File: src/pkg/rfc_map.svh
`ifndef RFC_MAP_SVH
`define RFC_MAP_SVH

// ********************************
// Register offsets
// ********************************
`define RFC_A_FLAGS   8'h00
`define RFC_A_ISTAT   8'h01
`define RFC_A_ICLR    8'h02
`define RFC_A_IEN     8'h03
`define RFC_A_TIME0   8'h04
`define RFC_A_TIME1   8'h05
`define RFC_A_TIME2   8'h06
`define RFC_A_TIME3   8'h07

// ********************************
// Flags register bit positions
// ********************************
`define RFC_B_WDOG    7
`define RFC_B_ALRM    6
`define RFC_B_SUPL    5
`define RFC_B_OSCFT   4
`define RFC_B_BKUP    3
`define RFC_B_CAL     2
`define RFC_B_W       1
`define RFC_B_R       0

// Event bits used by status, clear and enable registers
`define RFC_IRQ_MASK  8'hf8
`define RFC_ZERO8     8'h00

// ********************************
// Timing
// ********************************
`define RFC_CLK_HZ    250000000
`define RFC_SQ_HZ     512
// Half period of the calibration wave, rounded down
`define RFC_SQ_HALF   (`RFC_CLK_HZ / (2 * `RFC_SQ_HZ))
`define RFC_SQ_W      18

`endif

File: src/pkg/rfc_pkg.sv
package rfc_pkg;

   typedef logic [3:0][7:0] rfc_time_t;

   typedef struct packed {
      logic [7:0] addr;
      logic [7:0] wdata;
      logic       wr;
      logic       rd;
   } rfc_bus_s;

   typedef struct packed {
      logic       wdog;
      logic       alarm;
      logic       sup_loss;
      logic       osc_fault;
      logic       bk_fail;
      logic       cal;
      logic       w;
      logic       r;
   } rfc_flags_s;

   typedef struct packed {
      rfc_flags_s flg;
      logic [7:0] istat;
      logic [7:0] ien;
      rfc_time_t  utime;
      rfc_time_t  load_val;
      logic       load;
      logic [7:0] rdata;
      logic       started;
      logic       sup_low_d;
   } rfc_st_s;

   typedef struct packed {
      logic [17:0] cnt;
      logic        wave;
   } rfc_sq_s;

endpackage

File: src/hw/rfc_sqwave.sv
`include "rfc_map.svh"

module rfc_sqwave #(
   parameter logic [17:0] HALF = 18'(`RFC_SQ_HALF)
) (
   // Clock and reset
   input  wire logic ref_clk,
   input  wire logic resetn,
   // Control
   input  wire logic enable,
   // Wave
   output      logic wave
);

   rfc_pkg::rfc_sq_s st_r;
   rfc_pkg::rfc_sq_s st_nxt;

   // ********************************
   // Divider
   // ********************************
   // Held at zero while idle so each enable starts on a clean low half
   always_comb begin
      st_nxt = st_r;
      if (!enable) begin
         st_nxt.cnt  = '0;
         st_nxt.wave = 1'b0;
      end else if (st_r.cnt == HALF - 18'h1) begin
         st_nxt.cnt  = '0;
         st_nxt.wave = ~st_r.wave;
      end else begin
         st_nxt.cnt = st_r.cnt + 18'h1;
      end
   end

   always_ff @(posedge ref_clk) begin
      if (!resetn) begin
         st_r <= '0;
      end else begin
         st_r <= st_nxt;
      end
   end

   assign wave = st_r.wave;

endmodule // rfc_sqwave

File: src/hw/rfc_flags.sv
`include "rfc_map.svh"

// Functional notes
// - Alarm flag sets when time matches alarm in every unmasked field.
// - Alarm flag clears on a flags read and at power-up.
// - Oscillator fault sets at power-up on backup failure; hardware never clears it.
// - Calibration bit drives 512 Hz onto interrupt pin, overriding normal use.
// - Write-freeze stops user clock updates and opens clock writes.
// - Releasing write-freeze loads written clock into counters; zero at power-up.
// - Read-hold freezes user clock copy for a stable read; zero at power-up.
// - Read-hold works whatever the write-freeze bit is.
module rfc_flags #(
   parameter logic [17:0] SQ_HALF = 18'(`RFC_SQ_HALF)
) (
   // Clock and reset
   input  wire logic               ref_clk,
   input  wire logic               resetn,
   // Register port
   input  wire logic [7:0]         reg_addr,
   input  wire logic [7:0]         reg_wdata,
   input  wire logic               reg_wr,
   input  wire logic               reg_rd,
   output      logic [7:0]         reg_rdata,
   // Time-keeping counters
   input  wire rfc_pkg::rfc_time_t cnt_time,
   input  wire logic               cnt_tick,
   output      logic               cnt_load,
   output      rfc_pkg::rfc_time_t cnt_load_val,
   // Alarm registers
   input  wire rfc_pkg::rfc_time_t alarm_val,
   input  wire logic [3:0]         alarm_mask,
   // Supply and watchdog events
   input  wire logic               supply_low,
   input  wire logic               backup_fail,
   input  wire logic               wdt_zero,
   // Pins and side-band
   input  wire logic               int_normal,
   output      logic               int_pin,
   output      logic               clk_write_open,
   output      logic               irq
);

   rfc_pkg::rfc_st_s  st_r;
   rfc_pkg::rfc_st_s  st_nxt;
   rfc_pkg::rfc_bus_s bus;
   logic [3:0]        fld_ok;
   logic              alarm_hit;
   logic              flags_rd;
   logic              flags_wr;
   logic              sup_rise;
   logic [7:0]        set_vec;
   logic [7:0]        flags_q;
   logic              wave;

   assign bus = '{addr: reg_addr, wdata: reg_wdata, wr: reg_wr, rd: reg_rd};

   // ********************************
   // Alarm compare
   // ********************************
   genvar gi;
   generate
      for (gi = 0; gi < 4; gi++) begin : g_fld
         assign fld_ok[gi] = alarm_mask[gi] || (cnt_time[gi] == alarm_val[gi]);
      end
   endgenerate

   // Checked only on a counter step, so one match sets the flag once
   assign alarm_hit = cnt_tick && (&fld_ok);
   assign flags_rd  = bus.rd && (bus.addr == `RFC_A_FLAGS);
   assign flags_wr  = bus.wr && (bus.addr == `RFC_A_FLAGS);
   assign sup_rise  = supply_low && !st_r.sup_low_d;
   assign flags_q   = st_r.flg;

   // ********************************
   // Next state
   // ********************************
   always_comb begin
      st_nxt           = st_r;
      st_nxt.load      = 1'b0;
      st_nxt.sup_low_d = supply_low;
      st_nxt.rdata     = `RFC_ZERO8;
      set_vec          = `RFC_ZERO8;

      // Read data and read side effects; a set in the same cycle wins
      if (bus.rd) begin
         unique case (bus.addr)
            `RFC_A_FLAGS: st_nxt.rdata = flags_q;
            `RFC_A_ISTAT: st_nxt.rdata = st_r.istat;
            `RFC_A_IEN:   st_nxt.rdata = st_r.ien;
            `RFC_A_TIME0, `RFC_A_TIME1, `RFC_A_TIME2, `RFC_A_TIME3: st_nxt.rdata = st_r.utime[bus.addr[1:0]];
            default:      st_nxt.rdata = `RFC_ZERO8;
         endcase
      end
      if (flags_rd) begin
         st_nxt.flg.alarm    = 1'b0;
         st_nxt.flg.sup_loss = 1'b0;
         st_nxt.flg.wdog     = 1'b0;
         st_nxt.flg.bk_fail  = 1'b0;
      end

      // Control bits; oscillator fault only falls by a software zero
      if (flags_wr) begin
         st_nxt.flg.cal = bus.wdata[`RFC_B_CAL];
         st_nxt.flg.w   = bus.wdata[`RFC_B_W];
         st_nxt.flg.r   = bus.wdata[`RFC_B_R];
         if (!bus.wdata[`RFC_B_OSCFT]) begin
            st_nxt.flg.osc_fault = 1'b0;
         end
      end

      // Hardware events
      if (alarm_hit) begin
         st_nxt.flg.alarm     = 1'b1;
         set_vec[`RFC_B_ALRM] = 1'b1;
      end
      if (sup_rise) begin
         st_nxt.flg.sup_loss  = 1'b1;
         set_vec[`RFC_B_SUPL] = 1'b1;
      end
      if (wdt_zero) begin
         st_nxt.flg.wdog      = 1'b1;
         set_vec[`RFC_B_WDOG] = 1'b1;
      end

      // Backup state caught once, the first cycle after reset release
      if (!st_r.started) begin
         st_nxt.started = 1'b1;
         if (backup_fail) begin
            st_nxt.flg.osc_fault  = 1'b1;
            st_nxt.flg.bk_fail    = 1'b1;
            set_vec[`RFC_B_OSCFT] = 1'b1;
            set_vec[`RFC_B_BKUP]  = 1'b1;
         end
      end

      // User clock copy: frozen by either bit, written only while frozen for write
      if (st_r.flg.w) begin
         if (bus.wr && (bus.addr >= `RFC_A_TIME0) && (bus.addr <= `RFC_A_TIME3)) begin
            st_nxt.utime[bus.addr[1:0]] = bus.wdata;
         end
      end else if (!st_r.flg.r) begin
         st_nxt.utime = cnt_time;
      end

      // Commit on release of write-freeze
      if (st_r.flg.w && !st_nxt.flg.w) begin
         st_nxt.load     = 1'b1;
         st_nxt.load_val = st_r.utime;
      end

      // Interrupt status: clear by writing ones, a new event wins
      if (bus.wr && (bus.addr == `RFC_A_ICLR)) begin
         st_nxt.istat = st_r.istat & ~bus.wdata;
      end
      if (bus.wr && (bus.addr == `RFC_A_IEN)) begin
         st_nxt.ien = bus.wdata & `RFC_IRQ_MASK;
      end
      st_nxt.istat = (st_nxt.istat | set_vec) & `RFC_IRQ_MASK;
   end

   // ********************************
   // State register
   // ********************************
   always_ff @(posedge ref_clk) begin
      if (!resetn) begin
         st_r <= '0;
      end else begin
         st_r <= st_nxt;
      end
   end

   // ********************************
   // Calibration wave and outputs
   // ********************************
   rfc_sqwave #(
      .HALF (SQ_HALF)
   ) u_sq (
      .ref_clk (ref_clk),
      .resetn  (resetn),
      .enable  (st_r.flg.cal),
      .wave    (wave)
   );

   // Pin muxes the flopped wave with the unregistered int_normal input, under a flopped select
   assign int_pin        = st_r.flg.cal ? wave : int_normal;
   assign reg_rdata      = st_r.rdata;
   assign cnt_load       = st_r.load;
   assign cnt_load_val   = st_r.load_val;
   assign clk_write_open = st_r.flg.w;
   assign irq            = |(st_r.istat & st_r.ien);

   logic time_wr;
   assign time_wr = bus.wr && (bus.addr >= `RFC_A_TIME0) && (bus.addr <= `RFC_A_TIME3);
endmodule // rfc_flags

File: config.mk
export PLATFORM = sky130hd
export DESIGN_NAME = rfc_flags
export DESIGN_NICKNAME = d
export VERILOG_FILES = /design/src/pkg/rfc_pkg.sv /design/src/hw/rfc_sqwave.sv /design/src/hw/rfc_flags.sv
export VERILOG_INCLUDE_DIRS = /design/src /design/src/pkg
export SDC_FILE = /design/constraint.sdc
export NUM_CORES = 1
export LEC_CHECK = 0
export CAP_MARGIN = 40
export CELL_PAD_IN_SITES_DETAIL_PLACEMENT = 1
export CELL_PAD_IN_SITES_GLOBAL_PLACEMENT = 1
export CORE_MARGIN = 2
export CORE_UTILIZATION = 45
export DETAILED_ROUTE_END_ITERATION = 8
export DONT_BUFFER_PORTS = 1
export HOLD_SLACK_MARGIN = 0.03
export PLACE_DENSITY = 0.88
export SYNTH_ARGS = -nofsm -noshare
export SYNTH_HDL_FRONTEND = slang
export SYNTH_HIERARCHICAL = 1
export SYNTH_SLANG_ARGS = --single-unit
File: constraint.sdc
create_clock -name ref_clk -period 3.4 [get_ports ref_clk]
set_clock_uncertainty 0.2 [all_clocks]
set_input_delay 0.34 -clock ref_clk [delete_from_list [all_inputs] [get_ports ref_clk]]
set_output_delay 0.34 -clock ref_clk [all_outputs]
set_load 0.01 [all_outputs]
==> run summary, run 1 <==
Register bit total from synthesis - 112
Placement Cell Area - 5489 um2
Vias per cell - 6.007
Most frequent cells in the layout - dfxtp_1, nand2_1, inv_1, xor2_1, o211a_1
Area of the multi-input gates - 2880 um2
Leading area contributor after synthesis - dfxtp_1
Post-Syn Instances - 629
Yosys top cell area share - 0.3902
Grt total ovfl - 0
P_int - 2.023 mW
Dpl hpwl - 12,410 um
Class of the worst hold path - in2reg
Port Buffers - 0
Synthesized area - 5747 um2
Sw frac - 0.2279
DR vias - 4,529
Final ANT Viol Nets - 0
Ys flop type - dfxtp_1
Post-CTS Setup Bufs - 0
Final min period - 2.197 ns
Die X - 117.0 um
Crit path from - reg_addr[6]
Slew Limit Fails - 0
Final hold violation count - 0
Post-route clock period utilization - 0.6461
Core area - 12,570 um2
DRC - 0
Initial antenna violation count - 1
# clock sinks - 112
Final Cell Area - 5936 um2
Total power - 2.621 mW
Seq pwr share - 0.523
Hold buffers post-CTS - 14
RSZ-0062 raised after global routing - false
TNS Setup - 0 ns
CP cell instances - nor4_1 > or3b_4 > o22ai_4 > o221ai_1 > o211a_1
Final setup viols - 0
R2R Path Start - u_sq/st_r[15]$_SDFF_PP0_
Logic pwr share - 0.074
Largest net degree at the start of global routing - 88
FP Rows - 41
Top post-synthesis cells by area - dfxtp_1, nand2_1, buf_4, o211a_1, xor2_1
Die Height - 117.0 um
GPL Wtd Cong - 0.8584
Max-Slew Margin vs Limit - 0.4577
CP max-delay cell - nor4_1
FMAX - 455.2 MHz
Final worst slack - 1.203 ns
Root Driver - clkbuf_16
# IOs - 137
Outcome - completed
Commonest non-fill, non-tap cell in the layout - dfxtp_1
Switch Pwr - 597.1 uW
Post_cts resized - 0
Clock latency on the worst-skew pair - 0.35 ns
Crit path kind - in2reg
Deepest clock path buffer count - 2
Worst VDD drop - 0.0002214 V
Unique masters post-synth - 52
Fraction of layout cells with a size suffix above 1 - 0.07057
Per-cell routed wire length - 22.58 um
Layout area overhead - 3.288%
Clock transition at the registers of the reported paths - 0.07 ns
Final Util - 0.4723
Place WS - 0.8313 ns
P_leak - 2.296 nW
Crit path largest cell delay - 0.56 ns
TritonCTS clock tree - yes
Number of iterations in the first detailed-routing pass - 5
Hold path start - reg_addr[2]
Sequential cell area fraction in the yosys report - 0.3902
CTS H-tree depth - 3
Number of synthesized flops with an enable pin - 0
Filler cell count - 1,423
Critical path capture point type - flop
Req. time, crit path - 3.44 ns
Ys Warns - 6
Crit path max fanout - 16
Reg area - 2243 um2
Post-synth net total - 723
Post-Route WL - 17,020 um
Startpoint types - input port
Max-cap viol count - 0
Critical path arrival - 2.24 ns
Vias in the first global route - 4,589
DRT iter0 DRCs - 392
Worst-margin pin slew - 0.8061 ns
Cell Pwr Density - 441.5 nW/um2
Die ar. - 13,690 um2
CTS Buf Count - 9
Mapped Avg Cell Area - 9.136 um2
Fin nets - 672
Initial Utilization - 0.4572
FFs w/ async S/R, synth - 0
Tot GR Track Use - 0.2487
Clock network power share - 0.403
First-pass GRT wire length - 25,390 um
[layout make-up]
type	count	share of cell area
multi-input combinational	404	0.4852
timing repair buffer	17	0.03035
clock inverter	3	0.007378
antenna	1	0.0004216
sequential	112	0.3780
tap	172	0.03626
inverter	34	0.02150
clock buffer	11	0.04089
[cell families (layout without fill, tap and decap cells)]
kind of cell / Yosys count / count (layout) / share of synthesized area
and+or+nand+nor: 194 / 194 / 0.1629
AOI/OAI and AO/OA: 135 / 135 / 0.1999
buffers and inverters: 113 / 65 / 0.1086
DFF: 112 / 112 / 0.3902
xor gates and xnor gates: 47 / 47 / 0.07163
muxes: 27 / 27 / 0.06466
adders and majority gates: 1 / 1 / 0.002177
other: 0 / 1 / 0
[sequential cells by signal (all words and copies together), names as in the netlist]
register        cells
flags_q             7
u_sq/wave           1
cnt_load            1
cnt_load_val       32
u_sq/st_r          18
reg_rdata           8
st_r               44
clk_write_open      1
[routing by layer]
layer / wire length (um) / part of all wire / track usage
met4: 492 / 0.029 / 0.09490
met2: 8308 / 0.49 / 0.4146
met1: 6843 / 0.40 / 0.3122
met5: 0 / 0 / 0
met3: 1380 / 0.081 / 0.06076
[power groups by stage]
stage | logic, mW | registers (mW) | clock network [mW]
after detailed placement | 0.157 | 1.40 | 0
after global placement | 0.149 | 1.40 | 0
after global routing | 0.208 | 1.37 | 1.13
final | 0.193 | 1.37 | 1.06
after CTS | 0.192 | 1.37 | 1.07
after floorplan | 0.144 | 1.38 | 0
[stage by stage]
stage,hold slack (ns),cells
3_5_place_dp,0.1787,725
3_3_place_gp,0.1780,725
6_report,0.03900,754
2_1_floorplan,0.1677,629
5_1_grt,0.06229,754
4_1_cts,0.03324,753
[critical path, delay by kind of cell]
| family | cells | cell delay, ns |
|---|---|---|
| and+or+nand+nor | 2 | 1.09 |
| AOI/OAI and AO/OA | 3 | 0.79 |
[synth_stat cells (all sizes together) (13+ instances only)]
master and n:
mux2i 18, dfxtp 112, nand2 94, o221ai 31, nor4 14, a21boi 38
buf 56, clkbuf 23, nor2 28, o211a 32, xnor2 13, xor2 34
inv 34
[worst paths after layout]
| path | to | slack [ns] | depth (start not counted) |
|---|---|---|---|
| setup / recovery | st_r[74]$_SDFFE_PN0P_ | 1.20 | 5 |
| hold / removal | reg_rdata[1]$_SDFF_PN0_ | 0.04 | 3 |
| setup reg to reg | u_sq/st_r[14]$_SDFF_PP0_ | 1.30 | 4 |
| hold reg to reg | u_sq/st_r[1]$_SDFF_PP0_ | 0.25 | 1 |
(Power assumes the default switching activity.)
==> inputs of run 2 (changes only) <==
ABC_AREA = 1   (was not set)
PLACE_DENSITY = 0.92   (was 0.88)
clock period = 2.2 ns   (was 3.4 ns; I/O delays follow)
==> run summary, run 2 <==
Final setup viols - 0 (unchanged)
FP Rows - 41 (unchanged)
FFs w/ async S/R, synth - 0 (unchanged)
Leading area contributor after synthesis - dfxtp_1 (unchanged)
Placed cells - 940 (was 725)
Post-synth top cells - nand2_1, dfxtp_1, o21ai_0 (was dfxtp_1, nand2_1, buf_4)
RSZ-0062 raised after global routing - false (unchanged)
Outcome - completed (unchanged)
Die ar. - 13,810 um2 (was 13,690 um2)
Post-synth net total - 918 (was 723)
Largest Register - st_r (unchanged)
First-pass GRT wire length - 29,550 um (was 25,390 um)
Area of the multi-input gates - 2775 um2 (was 2880 um2)
Post-Syn Instances - 824 (was 629)
# IOs - 137 (unchanged)
Clock transition at the registers of the reported paths - 0.08 ns (was 0.07 ns)
Synthesized area - 5797 um2 (was 5747 um2)
Die X - 117.5 um (was 117.0 um)
Max-Slew Margin vs Limit - 0.5571 (was 0.4577)
Slew Limit Fails - 0 (unchanged)
# clock sinks - 112 (unchanged)
GPL Wtd Cong - 0.8603 (was 0.8584)
Final Cell Area - 6467 um2 (was 5936 um2)
Port Buffers - 0 (unchanged)
Reg area - 2243 um2 (unchanged)
Worst VDD drop - 0.0003479 V (was 0.0002214 V)
Tot GR Track Use - 0.2656 (was 0.2487)
Fin nets - 926 (was 672)
DRT iter0 DRCs - 373 (was 392)
Max reg flops - 44 (unchanged)
Most used cell, CP - dlygate4sd3_1
Final ANT Viol Nets - 0 (unchanged)
Register bit total from synthesis - 112 (unchanged)
Non-Filler Instances - 1,010 (was 754)
P_leak - 2.521 nW (was 2.296 nW)
Class of the worst hold path - in2reg (unchanged)
Fraction of layout cells with a size suffix above 1 - 0.08363 (was 0.07057)
Initial Utilization - 0.4593 (was 0.4572)
Most frequent cells in the layout - nand2_1, dfxtp_1, o21ai_0 (was dfxtp_1, nand2_1, inv_1, xor2_1, o211a_1)
Crit path max fanout - 59 (was 16)
Final worst slack - 0.07736 ns (was 1.203 ns)
Worst-margin pin slew - 0.6615 ns (was 0.8061 ns)
Crit path kind - in2reg (unchanged)
Filler cell count - 1,633 (was 1,423)
Unique masters post-synth - 42 (was 52)
Startpoint types - input port (unchanged)
Place WS - 0.2300 ns (was 0.8313 ns)
Deepest clock path buffer count - 2 (unchanged)
Final min period - 2.123 ns
Top post-synthesis cells by area - dfxtp_1, nand2_1, o21ai_0, a21oi_1, inv_1 (was dfxtp_1, nand2_1, buf_4, o211a_1, xor2_1)
Number of synthesized flops with an enable pin - 0 (unchanged)
TNS Setup - 0 ns (unchanged)
Vias per cell - 5.336 (was 6.007)
Number of iterations in the first detailed-routing pass - 5 (unchanged)
Per-cell routed wire length - 18.28 um (was 22.58 um)
Clock latency on the worst-skew pair - 0.36 ns (was 0.35 ns)
Most common cell in the netlist - nand2_1 (was dfxtp_1)
DR vias - 5,389 (was 4,529)
Cell Pwr Density - 635.2 nW/um2 (was 441.5 nW/um2)
Critical path arrival - 2.23 ns (was 2.24 ns)
Post-route clock period utilization - 0.9648
Yosys top cell area share - 0.3868 (was 0.3902)
Die Height - 117.5 um (was 117.0 um)
Vias in the first global route - 5,678 (was 4,589)
Placement Cell Area - 5633 um2 (was 5489 um2)
CTS Buf Count - 9 (unchanged)
Final hold violation count - 0 (unchanged)
Grt total ovfl - 0 (unchanged)
Post-Route WL - 18,460 um (was 17,020 um)
Commonest non-fill, non-tap cell in the layout - nand2_1 (was dfxtp_1)
Layout area overhead - 11.57% (was 3.288%)
Critical path capture point type - flop (unchanged)
Ys flop type - dfxtp_1 (unchanged)
CP cell instances - dlygate4sd3_1 > buf_12 > inv_2 > nor4_1 > dlygate4sd3_1 (was nor4_1 > or3b_4 > o22ai_4 > o221ai_1 > o211a_1)
Largest net degree at the start of global routing - 60 (was 88)
Mapped Avg Cell Area - 7.035 um2 (was 9.136 um2)
Initial antenna violation count - 1 (unchanged)
Req. time, crit path - 2.31 ns (was 3.44 ns)
Crit path largest cell delay - 0.60 ns (was 0.56 ns)
Max-cap viol count - 0 (unchanged)
Root Driver - clkbuf_16 (unchanged)
CP max-delay cell - dlygate4sd3_1 (was nor4_1)
TritonCTS clock tree - yes (unchanged)
Core area - 12,620 um2 (was 12,570 um2)
Ys Warns - 6 (unchanged)
Dpl hpwl - 13,030 um (was 12,410 um)
CTS H-tree depth - 3 (unchanged)
FMAX - 471.1 MHz
DRC - 0 (unchanged)
Final Util - 0.5125 (was 0.4723)
Sequential cell area fraction in the yosys report - 0.3868 (was 0.3902)
-- run 2: cell types whose count changed after synthesis, moves of 14 or more --
| cell | change |
|---|---|
| a21boi_0 | -29 |
| xnor2_1 | +16 |
| mux2i_1 | -18 |
| inv_1 | +49 |
| nand3_1 | +21 |
| o21ai_0 | +74 |
| xor2_1 | -30 |
| o221ai_1 | -29 |
| a21oi_1 | +62 |
| nor2_2 | +14 |
| o211a_1 | -32 |
| nand2_1 | +96 |
| nor2_1 | +47 |
-- run 2: worst paths after layout --
kind	depth (start not counted)	slack (ns)	endpoint	from
setup / recovery	5	0.08	cnt_load$_SDFF_PN0_	resetn
hold / removal	4	0.05	st_r[45]$_SDFFE_PN0P_	cnt_time[2]
setup reg to reg	5	0.27	st_r[56]$_SDFFE_PN0P_	clk_write_open$_SDFF_PN0_
hold reg to reg	2	0.27	flags_q[5]$_SDFFE_PN0P_	flags_q[5]$_SDFFE_PN0P_
-- run 2: critical path: cells and delay by family --
family                 cells  cell delay [ns]
and+or+nand+nor            1             0.31
buffers and inverters      4             1.68
-- run 2: what timing repair did --
action,in CTS,in global routing
hold buffers,48,0
hold endpoints to repair,87,0
buffers inserted,0,4
endpoints found under the setup margin,0,2
resized for setup,0,3
-- run 2: cell type report --
| type | count | area share |
|---|---|---|
| diodes | 1 | 0.0003869 |
| repair inverters | 1 | 0.0007738 |
| multi-input cells | 560 | 0.4291 |
| inverters | 88 | 0.05165 |
| repair buffers | 60 | 0.09170 |
| clock buffers | 9 | 0.03482 |
| well taps | 172 | 0.03328 |
| flip-flops and latches | 112 | 0.3469 |
| clock inverters | 7 | 0.01141 |
-- run 2: power by group --
part / internal (mW) / leakage [nW] / switching, mW
clock network: 0.808 / 0.147 / 0.820
registers: 2.07 / 0.914 / 0.0472
logic: 0.167 / 1.46 / 0.193
total: 3.05 / 2.52 / 1.06
-- run 2: per-stage QoR --
| step | hold WS [ns] | power (mW) |
|---|---|---|
| final | 0.04636 | 4.108 |
| after global routing | 0.06612 | 4.259 |
| after CTS | 0.03764 | 4.111 |
| after detailed placement | 0.05990 | 2.423 |
| after global placement | 0.05912 | 2.409 |
| after floorplan | 0.04772 | 2.352 |
-- run 2: logic make-up (layout without fill, tap and decap cells) --
kind of cell | Yosys count | count (layout) | share of synthesized area
and+or+nand+nor | 339 | 339 | 0.2530
other | 0 | 1 | 0
AOI/OAI and AO/OA | 186 | 186 | 0.1714
muxes | 1 | 1 | 0.001942
DFF | 112 | 112 | 0.3868
adders and majority gates | 1 | 1 | 0.002158
xor gates and xnor gates | 33 | 33 | 0.04986
buffers and inverters | 152 | 165 | 0.1349
-- run 2: layer usage --
| layer | wire length (um) | up-vias | track usage |
|---|---|---|---|
| met1 | 7749 | 2510 | 0.3283 |
| met4 | 614 | 0 | 0.1077 |
| met5 | 0 | - | 0 |
| met3 | 1380 | 43 | 0.06880 |
| li1 | - | 2635 | - |
| met2 | 8716 | 201 | 0.4419 |
